===== config.mk =====
export PLATFORM = sky130hd
export DESIGN_NAME = host_control_transfer_sequencer
export DESIGN_NICKNAME = d
export VERILOG_FILES = /design/src/core/host_control_transfer_sequencer.v /design/src/core/setup_request_store.v
export VERILOG_INCLUDE_DIRS = /design/src /design/src/core
export SDC_FILE = /design/constraint.sdc
export NUM_CORES = 1
export LEC_CHECK = 0
export ABC_AREA = 0
export ABC_CLOCK_PERIOD_IN_PS = 5200
export BUFFER_PORTS_ARGS = -buffer_cell sky130_fd_sc_hd__buf_2
export CORE_UTILIZATION = 30
export CTS_BUF_LIST = sky130_fd_sc_hd__clkbuf_8
export DETAILED_ROUTE_END_ITERATION = 6
export GPL_TIMING_DRIVEN = 0
export SETUP_SLACK_MARGIN = 0.15
export SYNTH_ARGS = -nofsm -noshare
export SYNTH_HDL_FRONTEND = slang
export SYNTH_SLANG_ARGS = --single-unit
export TNS_END_PERCENT = 20

===== constraint.sdc =====
create_clock -name i_core_clk -period 5.2 [get_ports i_core_clk]
set_input_delay 0.52 -clock i_core_clk [delete_from_list [all_inputs] [get_ports i_core_clk]]
set_output_delay 0.52 -clock i_core_clk [all_outputs]
set_load 0.005 [all_outputs]

===== src/core/ctl_seq_defs.vh =====
// Register map, field layout and encodings of the control-transfer sequencer
`ifndef CTL_SEQ_DEFS_VH
`define CTL_SEQ_DEFS_VH

// ----------------------------------------------------------------------------
// Register addresses
// ----------------------------------------------------------------------------
`define ADDR_HUB_ROUTING      9'h188
`define ADDR_TARGET_FUNC_EP   9'h189
`define ADDR_SEQ_CONTROL      9'h18B
`define ADDR_RESULT_CODE      9'h18E
`define ADDR_SETUP_BASE       9'h1A0
`define ADDR_DATA_STAGE_CFG   9'h1B0
`define ADDR_DATA_LEN_HI      9'h1B1
`define ADDR_DATA_LEN_LO      9'h1B2
`define ADDR_IRQ_STATUS       9'h1B4
`define ADDR_IRQ_CLEAR        9'h1B5
`define ADDR_IRQ_ENABLE       9'h1B6

// ----------------------------------------------------------------------------
// Field positions
// ----------------------------------------------------------------------------
`define HUB_ADDR_MSB          7
`define HUB_ADDR_LSB          4
`define HUB_PORT_MSB          2
`define HUB_PORT_LSB          0
`define FUNC_ADDR_MSB         7
`define FUNC_ADDR_LSB         4
`define ENDP_MSB              3
`define ENDP_LSB              0
`define START_BIT             0
`define CFG_HAS_DATA_BIT      0
`define CFG_DIR_IN_BIT        1
`define IRQ_COMPLETE_BIT      0
`define IRQ_STOPPED_BIT       1

// ----------------------------------------------------------------------------
// Reset values
// ----------------------------------------------------------------------------
`define RST_HUB_ROUTING       8'h00
`define RST_TARGET_FUNC_EP    8'h00
`define RST_RESULT_CODE       3'h0

// ----------------------------------------------------------------------------
// Encodings
// ----------------------------------------------------------------------------
`define TOKEN_SETUP           2'h0
`define TOKEN_OUT             2'h1
`define TOKEN_IN              2'h2
`define STAGE_IDLE            2'h0
`define STAGE_SETUP           2'h1
`define STAGE_DATA            2'h2
`define STAGE_STATUS          2'h3
`define RESULT_NO_ERROR       3'h0
`define RESULT_STALL          3'h1
`define RESULT_OVERRUN        3'h2
`define RESULT_UNDERRUN       3'h3
`define RESULT_RETRY          3'h4
`define SETUP_PACKET_LEN      16'h0008

`endif


===== src/core/host_control_transfer_sequencer.v =====
// Control-transfer sequencer for host channel 0 with its register port and interrupt
//
// Decided for this implementation: the plain strobed port.
`timescale 1ns/1ps
`include "ctl_seq_defs.vh"
module host_control_transfer_sequencer #(
    parameter MAX_PKT_SIZE = 16'd64
) (
    // Clock and reset
    input  wire        i_core_clk,
    input  wire        i_rst_b,
    // Register port
    input  wire [8:0]  i_addr,
    input  wire [7:0]  i_wdata,
    input  wire        i_wr,
    input  wire        i_rd,
    output reg  [7:0]  o_rdata,
    // Transaction request to the packet engine
    output reg         o_txn_req,
    output reg  [1:0]  o_txn_pid,
    output reg  [3:0]  o_txn_hub_addr,
    output reg  [2:0]  o_txn_hub_port,
    output reg  [3:0]  o_txn_func_addr,
    output reg  [3:0]  o_txn_endpoint,
    output reg  [15:0] o_txn_len,
    output reg         o_txn_toggle,
    output reg         o_txn_setup_data,
    // Transaction outcome from the packet engine
    input  wire        i_txn_done,
    input  wire [2:0]  i_txn_result,
    input  wire [15:0] i_txn_rx_bytes,
    // Setup payload fetch
    input  wire [2:0]  i_setup_idx,
    output wire [7:0]  o_setup_byte,
    // Manual token selection for non-sequenced transactions
    input  wire [1:0]  i_manual_token_select,
    // Interrupt
    output reg         o_irq
);

    // ------------------------------------------------------------------------
    // Helpers
    // ------------------------------------------------------------------------
    function [15:0] pkt_len;
        input [15:0] remaining;
        begin
            pkt_len = (remaining > MAX_PKT_SIZE) ? MAX_PKT_SIZE : remaining;
        end
    endfunction

    function is_addr;
        input [8:0] a;
        input [8:0] ref_a;
        begin
            is_addr = (a == ref_a);
        end
    endfunction

    // ------------------------------------------------------------------------
    // Registers
    // ------------------------------------------------------------------------
    reg  [7:0]  hub_routing_q;
    reg  [7:0]  target_func_ep_q;
    reg  [2:0]  result_code_q;
    reg  [1:0]  data_cfg_q;
    reg  [15:0] data_len_q;
    reg  [1:0]  irq_status_q;
    reg  [1:0]  irq_enable_q;

    reg         active_q;
    reg  [1:0]  stage_q;
    reg  [1:0]  pid_q;
    reg  [15:0] remain_q;
    reg         cmp_pulse_q;
    reg         stop_pulse_q;

    wire        wr_setup  = i_wr && (i_addr[8:3] == `ADDR_SETUP_BASE >> 3);
    wire        wr_ctl    = i_wr && is_addr(i_addr, `ADDR_SEQ_CONTROL);
    wire        start_wr  = wr_ctl && i_wdata[`START_BIT];
    wire        abort_wr  = wr_ctl && !i_wdata[`START_BIT];
    wire        dir_in    = data_cfg_q[`CFG_DIR_IN_BIT];
    wire        has_data  = data_cfg_q[`CFG_HAS_DATA_BIT] && (data_len_q != 16'h0000);
    wire [7:0]  setup_sw_byte;

    // An underrun in the data stage is not an error; the stage ends on a short IN packet or once the length is used up
    wire        txn_ok    = (i_txn_result == `RESULT_NO_ERROR) ||
                            ((i_txn_result == `RESULT_UNDERRUN) && (stage_q == `STAGE_DATA));
    wire [15:0] sent      = dir_in ? i_txn_rx_bytes : o_txn_len;
    wire [15:0] rem_next  = (sent > remain_q) ? 16'h0000 : remain_q - sent;
    wire        short_pkt = dir_in && (i_txn_rx_bytes < o_txn_len);
    wire [1:0]  stat_pid  = (has_data && dir_in) ? `TOKEN_OUT : `TOKEN_IN;
    wire        done_now  = active_q && o_txn_req && i_txn_done;

    // ------------------------------------------------------------------------
    // Setup request bytes
    // ------------------------------------------------------------------------
    setup_request_store #(
        .DEPTH (8),
        .IDX_W (3)
    ) u_setup_store (
        .i_core_clk (i_core_clk),
        .i_rst_b    (i_rst_b),
        .i_wr_en    (wr_setup),
        .i_wr_idx   (i_addr[2:0]),
        .i_wdata    (i_wdata),
        .i_sw_idx   (i_addr[2:0]),
        .o_sw_byte  (setup_sw_byte),
        .i_tx_idx   (i_setup_idx),
        .o_tx_byte  (o_setup_byte)
    );

    // ------------------------------------------------------------------------
    // Software-written configuration
    // ------------------------------------------------------------------------
    always @(posedge i_core_clk) begin
        if (!i_rst_b) begin
            hub_routing_q    <= `RST_HUB_ROUTING;
            target_func_ep_q <= `RST_TARGET_FUNC_EP;
            data_cfg_q       <= 2'h0;
            data_len_q       <= 16'h0000;
            irq_enable_q     <= 2'h0;
        end else if (i_wr) begin
            if (is_addr(i_addr, `ADDR_HUB_ROUTING)) begin
                // Reserved bit 3 is never stored
                hub_routing_q <= {i_wdata[`HUB_ADDR_MSB:`HUB_ADDR_LSB], 1'b0,
                                  i_wdata[`HUB_PORT_MSB:`HUB_PORT_LSB]};
            end
            if (is_addr(i_addr, `ADDR_TARGET_FUNC_EP)) begin
                target_func_ep_q <= i_wdata;
            end
            if (is_addr(i_addr, `ADDR_DATA_STAGE_CFG)) begin
                data_cfg_q <= i_wdata[1:0];
            end
            if (is_addr(i_addr, `ADDR_DATA_LEN_HI)) begin
                data_len_q[15:8] <= i_wdata;
            end
            if (is_addr(i_addr, `ADDR_DATA_LEN_LO)) begin
                data_len_q[7:0] <= i_wdata;
            end
            if (is_addr(i_addr, `ADDR_IRQ_ENABLE)) begin
                irq_enable_q <= i_wdata[1:0];
            end
        end
    end

    // ------------------------------------------------------------------------
    // Sequencer
    // ------------------------------------------------------------------------
    // The configuration registers are not locked while running; software must
    // not change them mid-transfer.
    always @(posedge i_core_clk) begin
        if (!i_rst_b) begin
            active_q         <= 1'b0;
            stage_q          <= `STAGE_IDLE;
            pid_q            <= `TOKEN_SETUP;
            remain_q         <= 16'h0000;
            o_txn_req        <= 1'b0;
            o_txn_len        <= 16'h0000;
            o_txn_toggle     <= 1'b0;
            o_txn_setup_data <= 1'b0;
            cmp_pulse_q      <= 1'b0;
            stop_pulse_q     <= 1'b0;
        end else begin
            cmp_pulse_q  <= 1'b0;
            stop_pulse_q <= 1'b0;
            if (start_wr && !active_q) begin
                active_q         <= 1'b1;
                stage_q          <= `STAGE_SETUP;
                pid_q            <= `TOKEN_SETUP;
                o_txn_req        <= 1'b1;
                o_txn_len        <= `SETUP_PACKET_LEN;
                o_txn_toggle     <= 1'b0;
                o_txn_setup_data <= 1'b1;
            end else if (abort_wr && active_q) begin
                active_q  <= 1'b0;
                o_txn_req <= 1'b0;
                if (done_now && txn_ok && (stage_q == `STAGE_STATUS)) begin
                    cmp_pulse_q <= 1'b1;
                    stage_q     <= `STAGE_IDLE;
                end else begin
                    stop_pulse_q <= 1'b1;
                end
            end else if (done_now) begin
                if (!txn_ok) begin
                    // Stage is left as it was so software sees where it halted
                    active_q     <= 1'b0;
                    o_txn_req    <= 1'b0;
                    stop_pulse_q <= 1'b1;
                end else begin
                    case (stage_q)
                        `STAGE_SETUP: begin
                            o_txn_setup_data <= 1'b0;
                            o_txn_toggle     <= 1'b1;
                            if (has_data) begin
                                stage_q   <= `STAGE_DATA;
                                pid_q     <= dir_in ? `TOKEN_IN : `TOKEN_OUT;
                                remain_q  <= data_len_q;
                                o_txn_len <= pkt_len(data_len_q);
                            end else begin
                                stage_q   <= `STAGE_STATUS;
                                pid_q     <= stat_pid;
                                o_txn_len <= 16'h0000;
                            end
                        end
                        `STAGE_DATA: begin
                            if ((rem_next == 16'h0000) || short_pkt) begin
                                stage_q      <= `STAGE_STATUS;
                                pid_q        <= stat_pid;
                                o_txn_len    <= 16'h0000;
                                o_txn_toggle <= 1'b1;
                            end else begin
                                remain_q     <= rem_next;
                                o_txn_len    <= pkt_len(rem_next);
                                o_txn_toggle <= ~o_txn_toggle;
                            end
                        end
                        `STAGE_STATUS: begin
                            active_q    <= 1'b0;
                            o_txn_req   <= 1'b0;
                            stage_q     <= `STAGE_IDLE;
                            cmp_pulse_q <= 1'b1;
                        end
                        default: begin
                            active_q  <= 1'b0;
                            o_txn_req <= 1'b0;
                        end
                    endcase
                end
            end
        end
    end

    // ------------------------------------------------------------------------
    // Token fields
    // ------------------------------------------------------------------------
    always @(posedge i_core_clk) begin
        if (!i_rst_b) begin
            o_txn_pid       <= `TOKEN_SETUP;
            o_txn_hub_addr  <= 4'h0;
            o_txn_hub_port  <= 3'h0;
            o_txn_func_addr <= 4'h0;
            o_txn_endpoint  <= 4'h0;
        end else begin
            // The sequencer owns the token type while it runs
            o_txn_pid       <= active_q ? pid_q : i_manual_token_select;
            o_txn_hub_addr  <= hub_routing_q[`HUB_ADDR_MSB:`HUB_ADDR_LSB];
            o_txn_hub_port  <= hub_routing_q[`HUB_PORT_MSB:`HUB_PORT_LSB];
            o_txn_func_addr <= target_func_ep_q[`FUNC_ADDR_MSB:`FUNC_ADDR_LSB];
            o_txn_endpoint  <= target_func_ep_q[`ENDP_MSB:`ENDP_LSB];
        end
    end

    // ------------------------------------------------------------------------
    // Result code
    // ------------------------------------------------------------------------
    always @(posedge i_core_clk) begin
        if (!i_rst_b) begin
            result_code_q <= `RST_RESULT_CODE;
        end else if (done_now) begin
            result_code_q <= i_txn_result;
        end
    end

    // ------------------------------------------------------------------------
    // Interrupt status
    // ------------------------------------------------------------------------
    reg [1:0] irq_set;
    reg [1:0] irq_clr;
    reg [1:0] irq_status_d;

    always @* begin
        irq_set = 2'h0;
        irq_set[`IRQ_COMPLETE_BIT] = cmp_pulse_q;
        irq_set[`IRQ_STOPPED_BIT]  = stop_pulse_q;
        irq_clr = (i_wr && is_addr(i_addr, `ADDR_IRQ_CLEAR)) ? i_wdata[1:0] : 2'h0;
        // A new event in the clearing cycle survives
        irq_status_d = (irq_status_q & ~irq_clr) | irq_set;
    end

    always @(posedge i_core_clk) begin
        if (!i_rst_b) begin
            irq_status_q <= 2'h0;
            o_irq        <= 1'b0;
        end else begin
            irq_status_q <= irq_status_d;
            o_irq        <= |(irq_status_d & irq_enable_q);
        end
    end

    // ------------------------------------------------------------------------
    // Read port
    // ------------------------------------------------------------------------
    reg [7:0] rd_mux;

    always @* begin
        rd_mux = 8'h00;
        case (i_addr)
            `ADDR_HUB_ROUTING:    rd_mux = hub_routing_q;
            `ADDR_TARGET_FUNC_EP: rd_mux = target_func_ep_q;
            `ADDR_SEQ_CONTROL:    rd_mux = {2'h0, stage_q, 3'h0, active_q};
            `ADDR_RESULT_CODE:    rd_mux = {1'b0, result_code_q, 4'h0};
            `ADDR_DATA_STAGE_CFG: rd_mux = {6'h00, data_cfg_q};
            `ADDR_DATA_LEN_HI:    rd_mux = data_len_q[15:8];
            `ADDR_DATA_LEN_LO:    rd_mux = data_len_q[7:0];
            `ADDR_IRQ_STATUS:     rd_mux = {6'h00, irq_status_q};
            `ADDR_IRQ_ENABLE:     rd_mux = {6'h00, irq_enable_q};
            default: begin
                if (i_addr[8:3] == `ADDR_SETUP_BASE >> 3) begin
                    rd_mux = setup_sw_byte;
                end
            end
        endcase
    end

    always @(posedge i_core_clk) begin
        if (!i_rst_b) begin
            o_rdata <= 8'h00;
        end else begin
            o_rdata <= i_rd ? rd_mux : 8'h00;
        end
    end

endmodule // host_control_transfer_sequencer


===== src/core/setup_request_store.v =====
// Eight-byte store for the setup request, written by software, read by the packet sender
`timescale 1ns/1ps
module setup_request_store #(
    parameter DEPTH = 8,
    parameter IDX_W = 3
) (
    // Clock and reset
    input  wire             i_core_clk,
    input  wire             i_rst_b,
    // Software side
    input  wire             i_wr_en,
    input  wire [IDX_W-1:0] i_wr_idx,
    input  wire [7:0]       i_wdata,
    input  wire [IDX_W-1:0] i_sw_idx,
    output wire [7:0]       o_sw_byte,
    // Packet sender side
    input  wire [IDX_W-1:0] i_tx_idx,
    output reg  [7:0]       o_tx_byte
);

    reg [7:0] mem_q [0:DEPTH-1];
    integer   k;

    // ------------------------------------------------------------------------
    // Storage
    // ------------------------------------------------------------------------
    always @(posedge i_core_clk) begin
        if (!i_rst_b) begin
            for (k = 0; k < DEPTH; k = k + 1) begin
                mem_q[k] <= 8'h00;
            end
            o_tx_byte <= 8'h00;
        end else begin
            if (i_wr_en) begin
                mem_q[i_wr_idx] <= i_wdata;
            end
            // Sender gets the byte one cycle after presenting the index
            o_tx_byte <= mem_q[i_tx_idx];
        end
    end

    assign o_sw_byte = mem_q[i_sw_idx];

endmodule // setup_request_store

Word-level counts from Yosys, hierarchy flattened
Memories as Yosys holds them, arrays and structs flattened. A register that Yosys moved wholly into a read port is not among the register bits.
Cells that the tools add are included.
- $add $sub $neg: 1
- magnitude comparators: 4
- equal/unequal tests: 24
- mux-type cells: 59
- bitwise logic cells: 8
- reductions and logical operators: 52
- operator list (operator ; count):
    16-bit two-way mux ; 8
    9-bit equality test, second input constant ; 10
    8-bit case mux with 9 select lines ; 1
    16-bit case mux with 2 select lines ; 2
    16-bit by 7-bit > comparator with 1-bit output, second input constant ; 2
    1-bit two-way mux ; 27
    2-bit two-way mux ; 11
    16-bit > comparator ; 1
    16-bit zero test ; 1
    16-bit < comparator ; 1
    4-bit two-way mux ; 4
    8-bit two-way mux ; 2
    2-bit AND reduction ; 8
    16-bit nonzero test ; 1
    16-bit subtractor ; 1
    5-bit AND reduction ; 3
    1-bit logical AND ; 14
    4-bit AND reduction ; 3
    2-bit nonzero test ; 6
    3-bit nonzero test ; 3
    8-bit OR reduction ; 1
    7-bit AND reduction ; 1
    6-bit equality test, second input constant ; 1
    2-bit inequality test, second input constant ; 3
    22 further kinds ; 33
- bits in registers: 107
- memory bits (writable): 64
- input port bits: 46
- logic and storage cells: 175
- memories: 1
- memories (memory ; words ; bits a word ; rd ports ; clocked after Yosys merged registers in ; write ports ; RTL line ; text):
    u_setup_store.mem_q ; 8 ; 8 ; 2 ; 1 ; 8 ; setup_request_store.v:21 ; reg [7:0] mem_q [0:DEPTH-1];

Logic depth before layout (Yosys ltp)
Gate-level depths: netlist of run 1.
- depth in word-level cells: 11
- depth in mapped cells: 15

Modules after synthesis
A second synthesis of run 1 with hierarchy kept.
- cells, all modules: 994
- area total of the unflattened synthesis: 10027.1 sq um
- by module, submodules not included (module ; instances ; cells each ; area an instance (sq um) ; seq. area each (sq um)):
    host_control_transfer_sequencer ; 1 ; 769 ; 6383.6 ; 2142.1
    setup_request_store ; 1 ; 225 ; 3643.5 ; 2082.0

Worst setup path after synthesis of run 1
No wires, ideal clock.
- path type: flip-flop to flip-flop
- start point: reg data_cfg_q[1]
- end point: reg remain_q[10]
- library setup time: 0.128 ns
- arrival time: 3.821 ns
- path slack: 1.251 ns
- stages on the path, launching flop included: 15
- buffers on the path: 3
- period minus slack after synthesis: 3.949 ns
- path through: dfxtp_1 -> clkbuf_1 -> buf_1 -> mux2i_1 -> ha_1 -> a21oi_1 -> mux2_1 -> a311o_1 -> a211oi_2 -> nor2_1 -> and4bb_4 -> a41oi_4 -> buf_6 -> mux2i_1 -> nor2_1
- longest elaborated chain between the ends: 7
- elaborated cells between the ends (all ways): 11
- classes of those cells: 1 x add/sub; 1 x order compare; 1 x eq/ne; 4 x mux; 4 x reduce/logical
- ends and longest elaborated chain (what ; RTL line ; text):
    from (decl) ; host_control_transfer_sequencer.v:65 ; reg [1:0] data_cfg_q;
    from (signal assigned) ; host_control_transfer_sequencer.v:132 ; data_cfg_q <= i_wdata[1:0];
    16-bit two-way mux ; host_control_transfer_sequencer.v:88 ; wire [15:0] sent = dir_in ? i_txn_rx_bytes : o_txn_len;
    16-bit subtractor / 16-bit > comparator (equally long branches) ; host_control_transfer_sequencer.v:89 ; wire [15:0] rem_next = (sent > remain_q) ? 16'h0000 : remain_q - sent;
    16-bit two-way mux ; host_control_transfer_sequencer.v:89 ;
    16-bit zero test ; host_control_transfer_sequencer.v:206 ; if ((rem_next == 16'h0000) || short_pkt) begin
    1-bit logical OR ; host_control_transfer_sequencer.v:206 ;
    2-bit inequality test (no line) ; -- ;
    7-bit AND reduction (no line) ; -- ;
    to (signal assigned) ; host_control_transfer_sequencer.v:197 ; remain_q <= data_len_q;
    to (signal assigned) ; host_control_transfer_sequencer.v:212 ; remain_q <= rem_next;
    to (decl) ; host_control_transfer_sequencer.v:73 ; reg [15:0] remain_q;
Parallel ways exist; a longest one is shown, timed or not. The select of a mux whose other input is x is not followed.
A chain may end at the register's enable or synchronous reset.

Worst setup path after layout of run 1
Ends and elaborated chain as after synthesis.

==> results of run 1 <==
==> routing by layer <==
layer | vias to the layer above | track usage [%] | part of all wire (%)
met5 | - | 0 | 0
met4 | 0 | 6.43 | 2.6
met1 | 3878 | 25.2 | 46
li1 | 3766 | - | -
met3 | 42 | 3.49 | 6.1
met2 | 271 | 28.4 | 45
==> state kept, by name, indices dropped and copies added, names as in the netlist, 2 cells and up <==
name and flops:
o_rdata 8, o_txn_pid 2, u_setup_store.mem_q 64, data_len_q 16, result_code_q 3, o_txn_hub_port 3
irq_enable_q 2, o_txn_endpoint 4, pid_q 2, remain_q 16, o_txn_hub_addr 4, target_func_ep_q 8
stage_q 2, data_cfg_q 2, hub_routing_q 7, irq_status_q 2, o_txn_func_addr 4, o_txn_len 16
u_setup_store.o_tx_byte 8
==> through the flow <==
stage / util, % / power (uW)
3_5_place_dp: 34.1 / 1750
3_3_place_gp: 34.0 / 1740
6_report: 35.3 / 2710
4_1_cts: 35.3 / 2720
2_1_floorplan: - / 1650
5_1_grt: 35.3 / 2800
==> Yosys cell counts, types with 4 or more instances <==
| cell | instances | area [um^2] |
|---|---|---|
| sky130_fd_sc_hd__dfxtp_1 | 115 | 2300 |
| sky130_fd_sc_hd__nor2_1 | 108 | 405 |
| sky130_fd_sc_hd__nand2_1 | 81 | 304 |
| sky130_fd_sc_hd__mux2i_1 | 80 | 801 |
| sky130_fd_sc_hd__edfxtp_1 | 64 | 1920 |
| sky130_fd_sc_hd__and2_1 | 61 | 382 |
| sky130_fd_sc_hd__clkbuf_1 | 43 | 161 |
| sky130_fd_sc_hd__o21ai_0 | 41 | 205 |
| sky130_fd_sc_hd__ha_1 | 35 | 438 |
| sky130_fd_sc_hd__a21oi_1 | 34 | 170 |
| sky130_fd_sc_hd__inv_1 | 34 | 128 |
| sky130_fd_sc_hd__mux4_2 | 32 | 721 |
| sky130_fd_sc_hd__and3_1 | 29 | 181 |
| sky130_fd_sc_hd__nand3_1 | 27 | 135 |
| sky130_fd_sc_hd__nor3_1 | 16 | 80.1 |
| sky130_fd_sc_hd__a21o_1 | 13 | 97.6 |
| sky130_fd_sc_hd__nand2b_1 | 12 | 75.1 |
| sky130_fd_sc_hd__a31oi_1 | 9 | 56.3 |
| sky130_fd_sc_hd__buf_1 | 8 | 30.0 |
| sky130_fd_sc_hd__a22o_1 | 7 | 61.3 |
| sky130_fd_sc_hd__o211ai_1 | 7 | 52.6 |
| sky130_fd_sc_hd__a211oi_1 | 5 | 37.5 |
| sky130_fd_sc_hd__a222oi_1 | 5 | 50.1 |
| sky130_fd_sc_hd__a22oi_1 | 5 | 37.5 |
| sky130_fd_sc_hd__nand4_1 | 5 | 31.3 |
| sky130_fd_sc_hd__nor2b_1 | 5 | 31.3 |
| sky130_fd_sc_hd__xor2_1 | 5 | 43.8 |
| sky130_fd_sc_hd__a21oi_2 | 4 | 35.0 |
| sky130_fd_sc_hd__mux2_2 | 4 | 45.0 |
| sky130_fd_sc_hd__nor3b_1 | 4 | 30.0 |
| sky130_fd_sc_hd__xnor2_1 | 4 | 35.0 |
==> worst min-delay path: cells and delay by family <==
kind	cells	cell delay (ns)
simple gates	1	0.07
buf+inv	1	0.07
mux	1	0.05
==> layout make-up <==
| class | instances | area, um^2 | share of cell area [%] |
|---|---|---|---|
| inverter | 34 | 128 | 1.13 |
| buffer | 58 | 249 | 2.21 |
| sequential | 179 | 4220 | 37.5 |
| clock buffer | 17 | 234 | 2.08 |
| tap | 435 | 544 | 4.83 |
| multi-input combinational | 702 | 5240 | 46.5 |
| timing repair buffer | 96 | 488 | 4.33 |
| clock inverter | 15 | 161 | 1.43 |
==> worst paths after layout <==
path         cells past startpoint                to  slack (ns)                      from
max                             14      remain_q[10]        0.49             data_cfg_q[1]
min                              3      o_txn_pid[1]        0.27  i_manual_token_select[1]
max reg2reg                     14      remain_q[10]        0.49             data_cfg_q[1]
min reg2reg                      2  result_code_q[0]        0.47          result_code_q[0]
==> cells by family after synthesis <==
group / synth area share [%]
flip-flops: 42.9
XOR/XNOR: 0.967
buffers and inverters: 3.82
adder cells (fa/ha/maj): 4.66
AO/OA/AOI/OAI: 12.7
multiplexers: 16.0
AND/OR/NAND/NOR: 18.9
==> report_power, final <==
group | switching (uW) | total, uW | internal (uW)
combinational | 135 | 222 | 86.7
clock | 627 | 992 | 365
sequential | 15.6 | 1490 | 1480
total | 777 | 2710 | 1930
==> impl_summary.txt, run 1 <==
----------------------------------------------------
[Floorplan]
  Initial core utilization ... 30.9%
  Core outline area ... 31900 um^2
  Total number of placement rows ... 65
  Die H ... 183 um
  Floorplan die width ... 183 um
  I/O pin cnt ... 99
  Die area ... 33500 um^2

[STA]
  Slew Viols, Final ... 0
  Transition time of the tightest slew-check pin ... 1.37 ns
  Fin Hold WS ... 0.273 ns
  Setup TNS after final layout ... 0 ns
  Max Clock Skew ... 0.0285 ns
  Final count of hold timing violations ... 0
  Worst-case setup margin in the final layout ... 0.489 ns
  Post-route fraction of the period consumed by the critical path ... 90.6%
  Final Setup Violations ... 0
  Min Tclk post-route ... 4.71 ns
  Unrepaired setup endpoints after global routing ... no
  Highest Clock Rate ... 212 MHz
  Max-Slew Margin vs Limit ... 8.16%

[Global route]
  Via count of the first global-routing pass ... 7588
  First-pass GRT wire length ... 45700 um
  Pin count of the biggest net entering global routing ... 20
  Number of antenna violations at the first check in global routing ... 0
  Global Route Usage Sum ... 18.3%
  Global-route congestion overflow total ... 0

[Routing]
  Via count of the routed design ... 7957
  Number of vias per cell ... 5.18
  WL final ... 30300 um
  Drt pass-1 iters ... 7
  Routed WL per cell ... 19.7 um
  Initial DRC Count ... 775
  Post-detailed-route DRC marker count ... 0
  Number of nets still failing antenna checks after routing ... 0

[Clocking]
  Clock Latency Late Sink ... 0.51 ns
  Clock Path Buffers ... 2
  Number of buffers inserted to repair setup after CTS ... 0
  Reg clk slew, reported paths ... 0.11 ns
  Hold-fix buffer count after cts ... 0
  Resized Gates After CTS ... 0
  H-tree levels ... 4
  Clk sinks ... 179
  CTS buffer count ... 17
  TritonCTS clock tree ... built
  Cell at the root of the clock tree ... sky130_fd_sc_hd__clkbuf_8

[Final layout]
  Antenna diode count ... 0
  Layout overhead on the synthesized area ... 14.5%
  Number of cells in the finished layout apart from fillers ... 1536
  Most used cells in the layout excluding fill and tap cells ... 115 x sky130_fd_sc_hd__dfxtp_1, 108 x sky130_fd_sc_hd__nor2_1, 95 x sky130_fd_sc_hd__buf_2
  NumNets Final ... 1170
  Number of filler cells placed in the layout ... 3272
  Most common cell after layout, fill and taps aside ... sky130_fd_sc_hd__dfxtp_1
  Final standard cell area without fillers ... 11300 um^2
  Fraction of final layout cells with drive strength greater than 1 ... 17.9%

[Yosys]
  Number of warnings reported in the yosys synthesis log ... 0
  Count of distinct cell types in the synthesized netlist ... 82
  Number of synthesized flops with an enable pin ... 64
  Seq cells post-synth ... 179
  Dominant register cell in the synthesized netlist ... sky130_fd_sc_hd__dfxtp_1
  Gate count after technology mapping ... 973
  Share of flip-flops with an asynchronous set or reset ... 0%
  Per-instance average area after synthesis ... 10.1 um^2
  Sequential-to-total area share from yosys stat ... 42.9%
  Post-synthesis instance area ... 9840 um^2
  Synthesized netlist net count ... 1055

[Place]
  Total placed cells including tap cells ... 1504
  Standard cell area after detailed placement ... 10900 um^2
  Setup WS pre-CTS ... 0.311 ns
  Number of buffer cells added on primary ports ... 92
  HPWL after DPL ... 22600 um
  Gp weighted congestion ... 0.879

[Worst hold path]
  Kind of path behind the tightest hold check ... in -> reg

[Critical path]
  Delay contributed by the slowest stage of the critical path ... 0.51 ns
  Req. time, crit path ... 5.58 ns
  Critical path peak fanout ... 10
  Buffers & Inverters on Critical Path ... 3
  Crit Path Class ... reg -> reg
  Slowest stage cell, crit path ... sky130_fd_sc_hd__clkbuf_1
  Dominant delay contributor by cell family on the critical path ... compound AO/OA/AOI/OAI gates
  Crit path capture type ... flip-flop
  List of cells traversed by the critical path ... clkbuf_1 -> clkbuf_2 -> mux2i_1 -> ha_1 -> a21oi_1 -> mux2_1 -> a311o_1 -> a211oi_2 -> nor2_1 -> and4bb_4 -> a41oi_4 -> buf_6 -> mux2i_1 -> nor2_1
  Arrival time at the worst endpoint ... 5.09 ns
  Startpoint class of the critical path ... flip-flop

[Job]
  Max-cap violations ... 0

[Pwr]
  Worst IR drop on VDD ... 0.139 mV
  Static leakage ... 0.00445 uW
  Cell area power density ... 240 nW/um^2

[Run status]
  Result of the run ... finished, final reports clean

----------------------------------------------------
No activity file was read; power rests on OpenSTA's default activity.
==> inputs of run 2 (changes only) <==
- CORE_ASPECT_RATIO: not set -> 0.9
- HOLD_SLACK_MARGIN: not set -> 0.05
- TNS_END_PERCENT: 20 -> not set
==> run 2 against run 1 <==
The flow now finishes with violations (DRC). Register-to-register slack lost 0.03 ns. Hold slack gained 0.038 ns. Highest routed layer is now met5. Sequential share of layout area grew 0.10 points. Clock skew shrank 0.0088 ns. Clock power is essentially flat.
==> impl_summary.txt, run 2 (synthesized netlist as in run 1, its figures left out) <==
----------------------------------------------------
[Routing]
  Number of vias per cell ... 5.25
  Initial DRC Count ... 704
  WL final ... 29700 um
  Post-detailed-route DRC marker count ... 6
  Number of nets still failing antenna checks after routing ... 0
  Via count of the routed design ... 7961
  Routed WL per cell ... 19.6 um
  Drt pass-1 iters ... 7

[Pwr]
  Cell area power density ... 243 nW/um^2
  Net load switching power ... 721 uW
  Share of power burned in combinational logic ... 8.1%
  P_int ... 2010 uW
  Relative contribution of sequential cells to total power ... 54.8%
  Static leakage ... 0.00443 uW
  Switch share ... 26.4%
  Worst IR drop on VDD ... 0.165 mV
  Clk pwr share ... 37.1%

[Floorplan]
  Total number of placement rows ... 62
  Initial core utilization ... 30.6%
  Floorplan die width ... 193 um
  Die H ... 174 um
  Core outline area ... 32100 um^2
  I/O pin cnt ... 99
  Die area ... 33500 um^2

[STA]
  Max-Slew Margin vs Limit ... 20.7%
  Post-route fraction of the period consumed by the critical path ... 91.2%
  Final Setup Violations ... 0
  Max Clock Skew ... 0.0197 ns
  Worst-case setup margin in the final layout ... 0.459 ns
  Min Tclk post-route ... 4.74 ns
  Slew Viols, Final ... 0
  Transition time of the tightest slew-check pin ... 1.18 ns
  Setup TNS after final layout ... 0 ns
  Highest Clock Rate ... 211 MHz
  Unrepaired setup endpoints after global routing ... no
  Final count of hold timing violations ... 0

[Critical path]
  Slowest stage cell, crit path ... sky130_fd_sc_hd__clkbuf_1
  Critical path peak fanout ... 10
  Crit path capture type ... flip-flop
  Startpoint class of the critical path ... flip-flop
  Buffers & Inverters on Critical Path ... 3
  List of cells traversed by the critical path ... clkbuf_1 -> clkbuf_2 -> mux2i_1 -> ha_1 -> a21oi_1 -> mux2_1 -> a311o_1 -> a211oi_2 -> nor2_1 -> and4bb_4 -> a41oi_4 -> buf_6 -> mux2i_1 -> nor2_1
  Arrival time at the worst endpoint ... 5.09 ns
  Dominant delay contributor by cell family on the critical path ... compound AO/OA/AOI/OAI gates
  Delay contributed by the slowest stage of the critical path ... 0.53 ns
  Crit Path Class ... reg -> reg
  Req. time, crit path ... 5.55 ns

[Worst hold path]
  Kind of path behind the tightest hold check ... in -> reg

[Final layout]
  Most common cell after layout, fill and taps aside ... sky130_fd_sc_hd__dfxtp_1
  Fraction of final layout cells with drive strength greater than 1 ... 17.6%
  Most flops, register ... u_setup_store.mem_q
  NumNets Final ... 1167
  Most used cells in the layout excluding fill and tap cells ... 115 x sky130_fd_sc_hd__dfxtp_1, 108 x sky130_fd_sc_hd__nor2_1, 95 x sky130_fd_sc_hd__buf_2
  Layout overhead on the synthesized area ... 14.2%
  Largest register FFs ... 64

[Clocking]
  Reg clk slew, reported paths ... 0.10 ns
  Clock Path Buffers ... 2
  Clock Latency Late Sink ... 0.47 ns
  TritonCTS clock tree ... built
  Clk sinks ... 179
  H-tree levels ... 4
  Cell at the root of the clock tree ... sky130_fd_sc_hd__clkbuf_8
  Number of buffers inserted to repair setup after CTS ... 0
  CTS buffer count ... 17

[Job]
  Max-cap violations ... 0

[Run status]
  Result of the run ... complete, but fails checks
  Failing checks ... DRC

[Place]
  Setup WS pre-CTS ... 0.294 ns
  Gp weighted congestion ... 0.899
  HPWL after DPL ... 22300 um
  Number of buffer cells added on primary ports ... 92

[Global route]
  Number of antenna violations at the first check in global routing ... 3
  Via count of the first global-routing pass ... 7678
  Pin count of the biggest net entering global routing ... 18
  Global Route Usage Sum ... 18.2%
  First-pass GRT wire length ... 45900 um
  Global-route congestion overflow total ... 0

----------------------------------------------------
run 2: final timing paths:
kind / startpoint / endpoint / slack (ns) / cells after the start
worst min register to register: o_txn_toggle / o_txn_toggle / 0.47 / 1
worst min-delay path: i_manual_token_select[0] / o_txn_pid[0] / 0.31 / 3
worst max-delay path: data_cfg_q[1] / remain_q[14] / 0.46 / 14
worst max register to register: data_cfg_q[1] / remain_q[14] / 0.46 / 14
run 2: layer usage:
layer,GRT usage [%],part of all wire (%),vias up
met5,0,0.034,-
met4,5.15,1.8,2
met3,3.95,7.2,41
met2,26.4,44,312
met1,26.9,47,3835
li1,-,-,3771
run 2: final cells by class:
| class | instances | area, um^2 |
|---|---|---|
| diodes | 2 | 5.00 |
| plain buffers | 58 | 249 |
| clock buffers | 17 | 234 |
| clock inverters | 15 | 173 |
| fillers | 3284 | 20900 |
| inverters | 34 | 128 |
| multi-input cells | 702 | 5240 |
| flip-flops and latches | 179 | 4220 |
| well taps | 416 | 520 |
| repair buffers | 93 | 465 |
run 2: worst register-to-register path, stage by stage, from the launching register on:
cell and delay (ns):
sky130_fd_sc_hd__dfxtp_1 0.33, sky130_fd_sc_hd__clkbuf_1 0.53, sky130_fd_sc_hd__clkbuf_2 0.45, sky130_fd_sc_hd__mux2i_1 0.34
sky130_fd_sc_hd__ha_1 0.36, sky130_fd_sc_hd__a21oi_1 0.31, sky130_fd_sc_hd__mux2_1 0.36, sky130_fd_sc_hd__a311o_1 0.28
sky130_fd_sc_hd__a211oi_2 0.32, sky130_fd_sc_hd__nor2_1 0.09, sky130_fd_sc_hd__and4bb_4 0.25, sky130_fd_sc_hd__a41oi_4 0.49
sky130_fd_sc_hd__buf_6 0.25, sky130_fd_sc_hd__mux2i_1 0.21, sky130_fd_sc_hd__nor2_1 0.06
run 2: timing repair:
action	4_1_cts	5_1_grt
setup endpoints to repair	0	6
gates resized for setup	0	1
hold buffers	0	0
run 2: power by group through the flow:
| stage | Sequential [uW] | Clock [uW] | Combinational [uW] |
|---|---|---|---|
| 2_1_floorplan | 1520 | 0 | 129 |
| 3_3_place_gp | 1520 | 0 | 217 |
| 3_5_place_dp | 1530 | 0 | 218 |
| 4_1_cts | 1490 | 1020 | 219 |
| 5_1_grt | 1500 | 1080 | 237 |
| 6_report | 1490 | 1010 | 220 |
run 2: per-stage QoR:
stage	total power, uW	utilization [%]	instance area, um^2	instances	hold slack [ns]
floorplan	1650	-	9840	973	0.437
global placement	1740	33.7	10800	1481	0.447
detailed placement	1740	33.7	10800	1481	0.460
CTS	2740	35.0	11200	1513	0.286
global route	2810	35.0	11200	1515	0.302
finish	2730	35.0	11200	1516	0.311
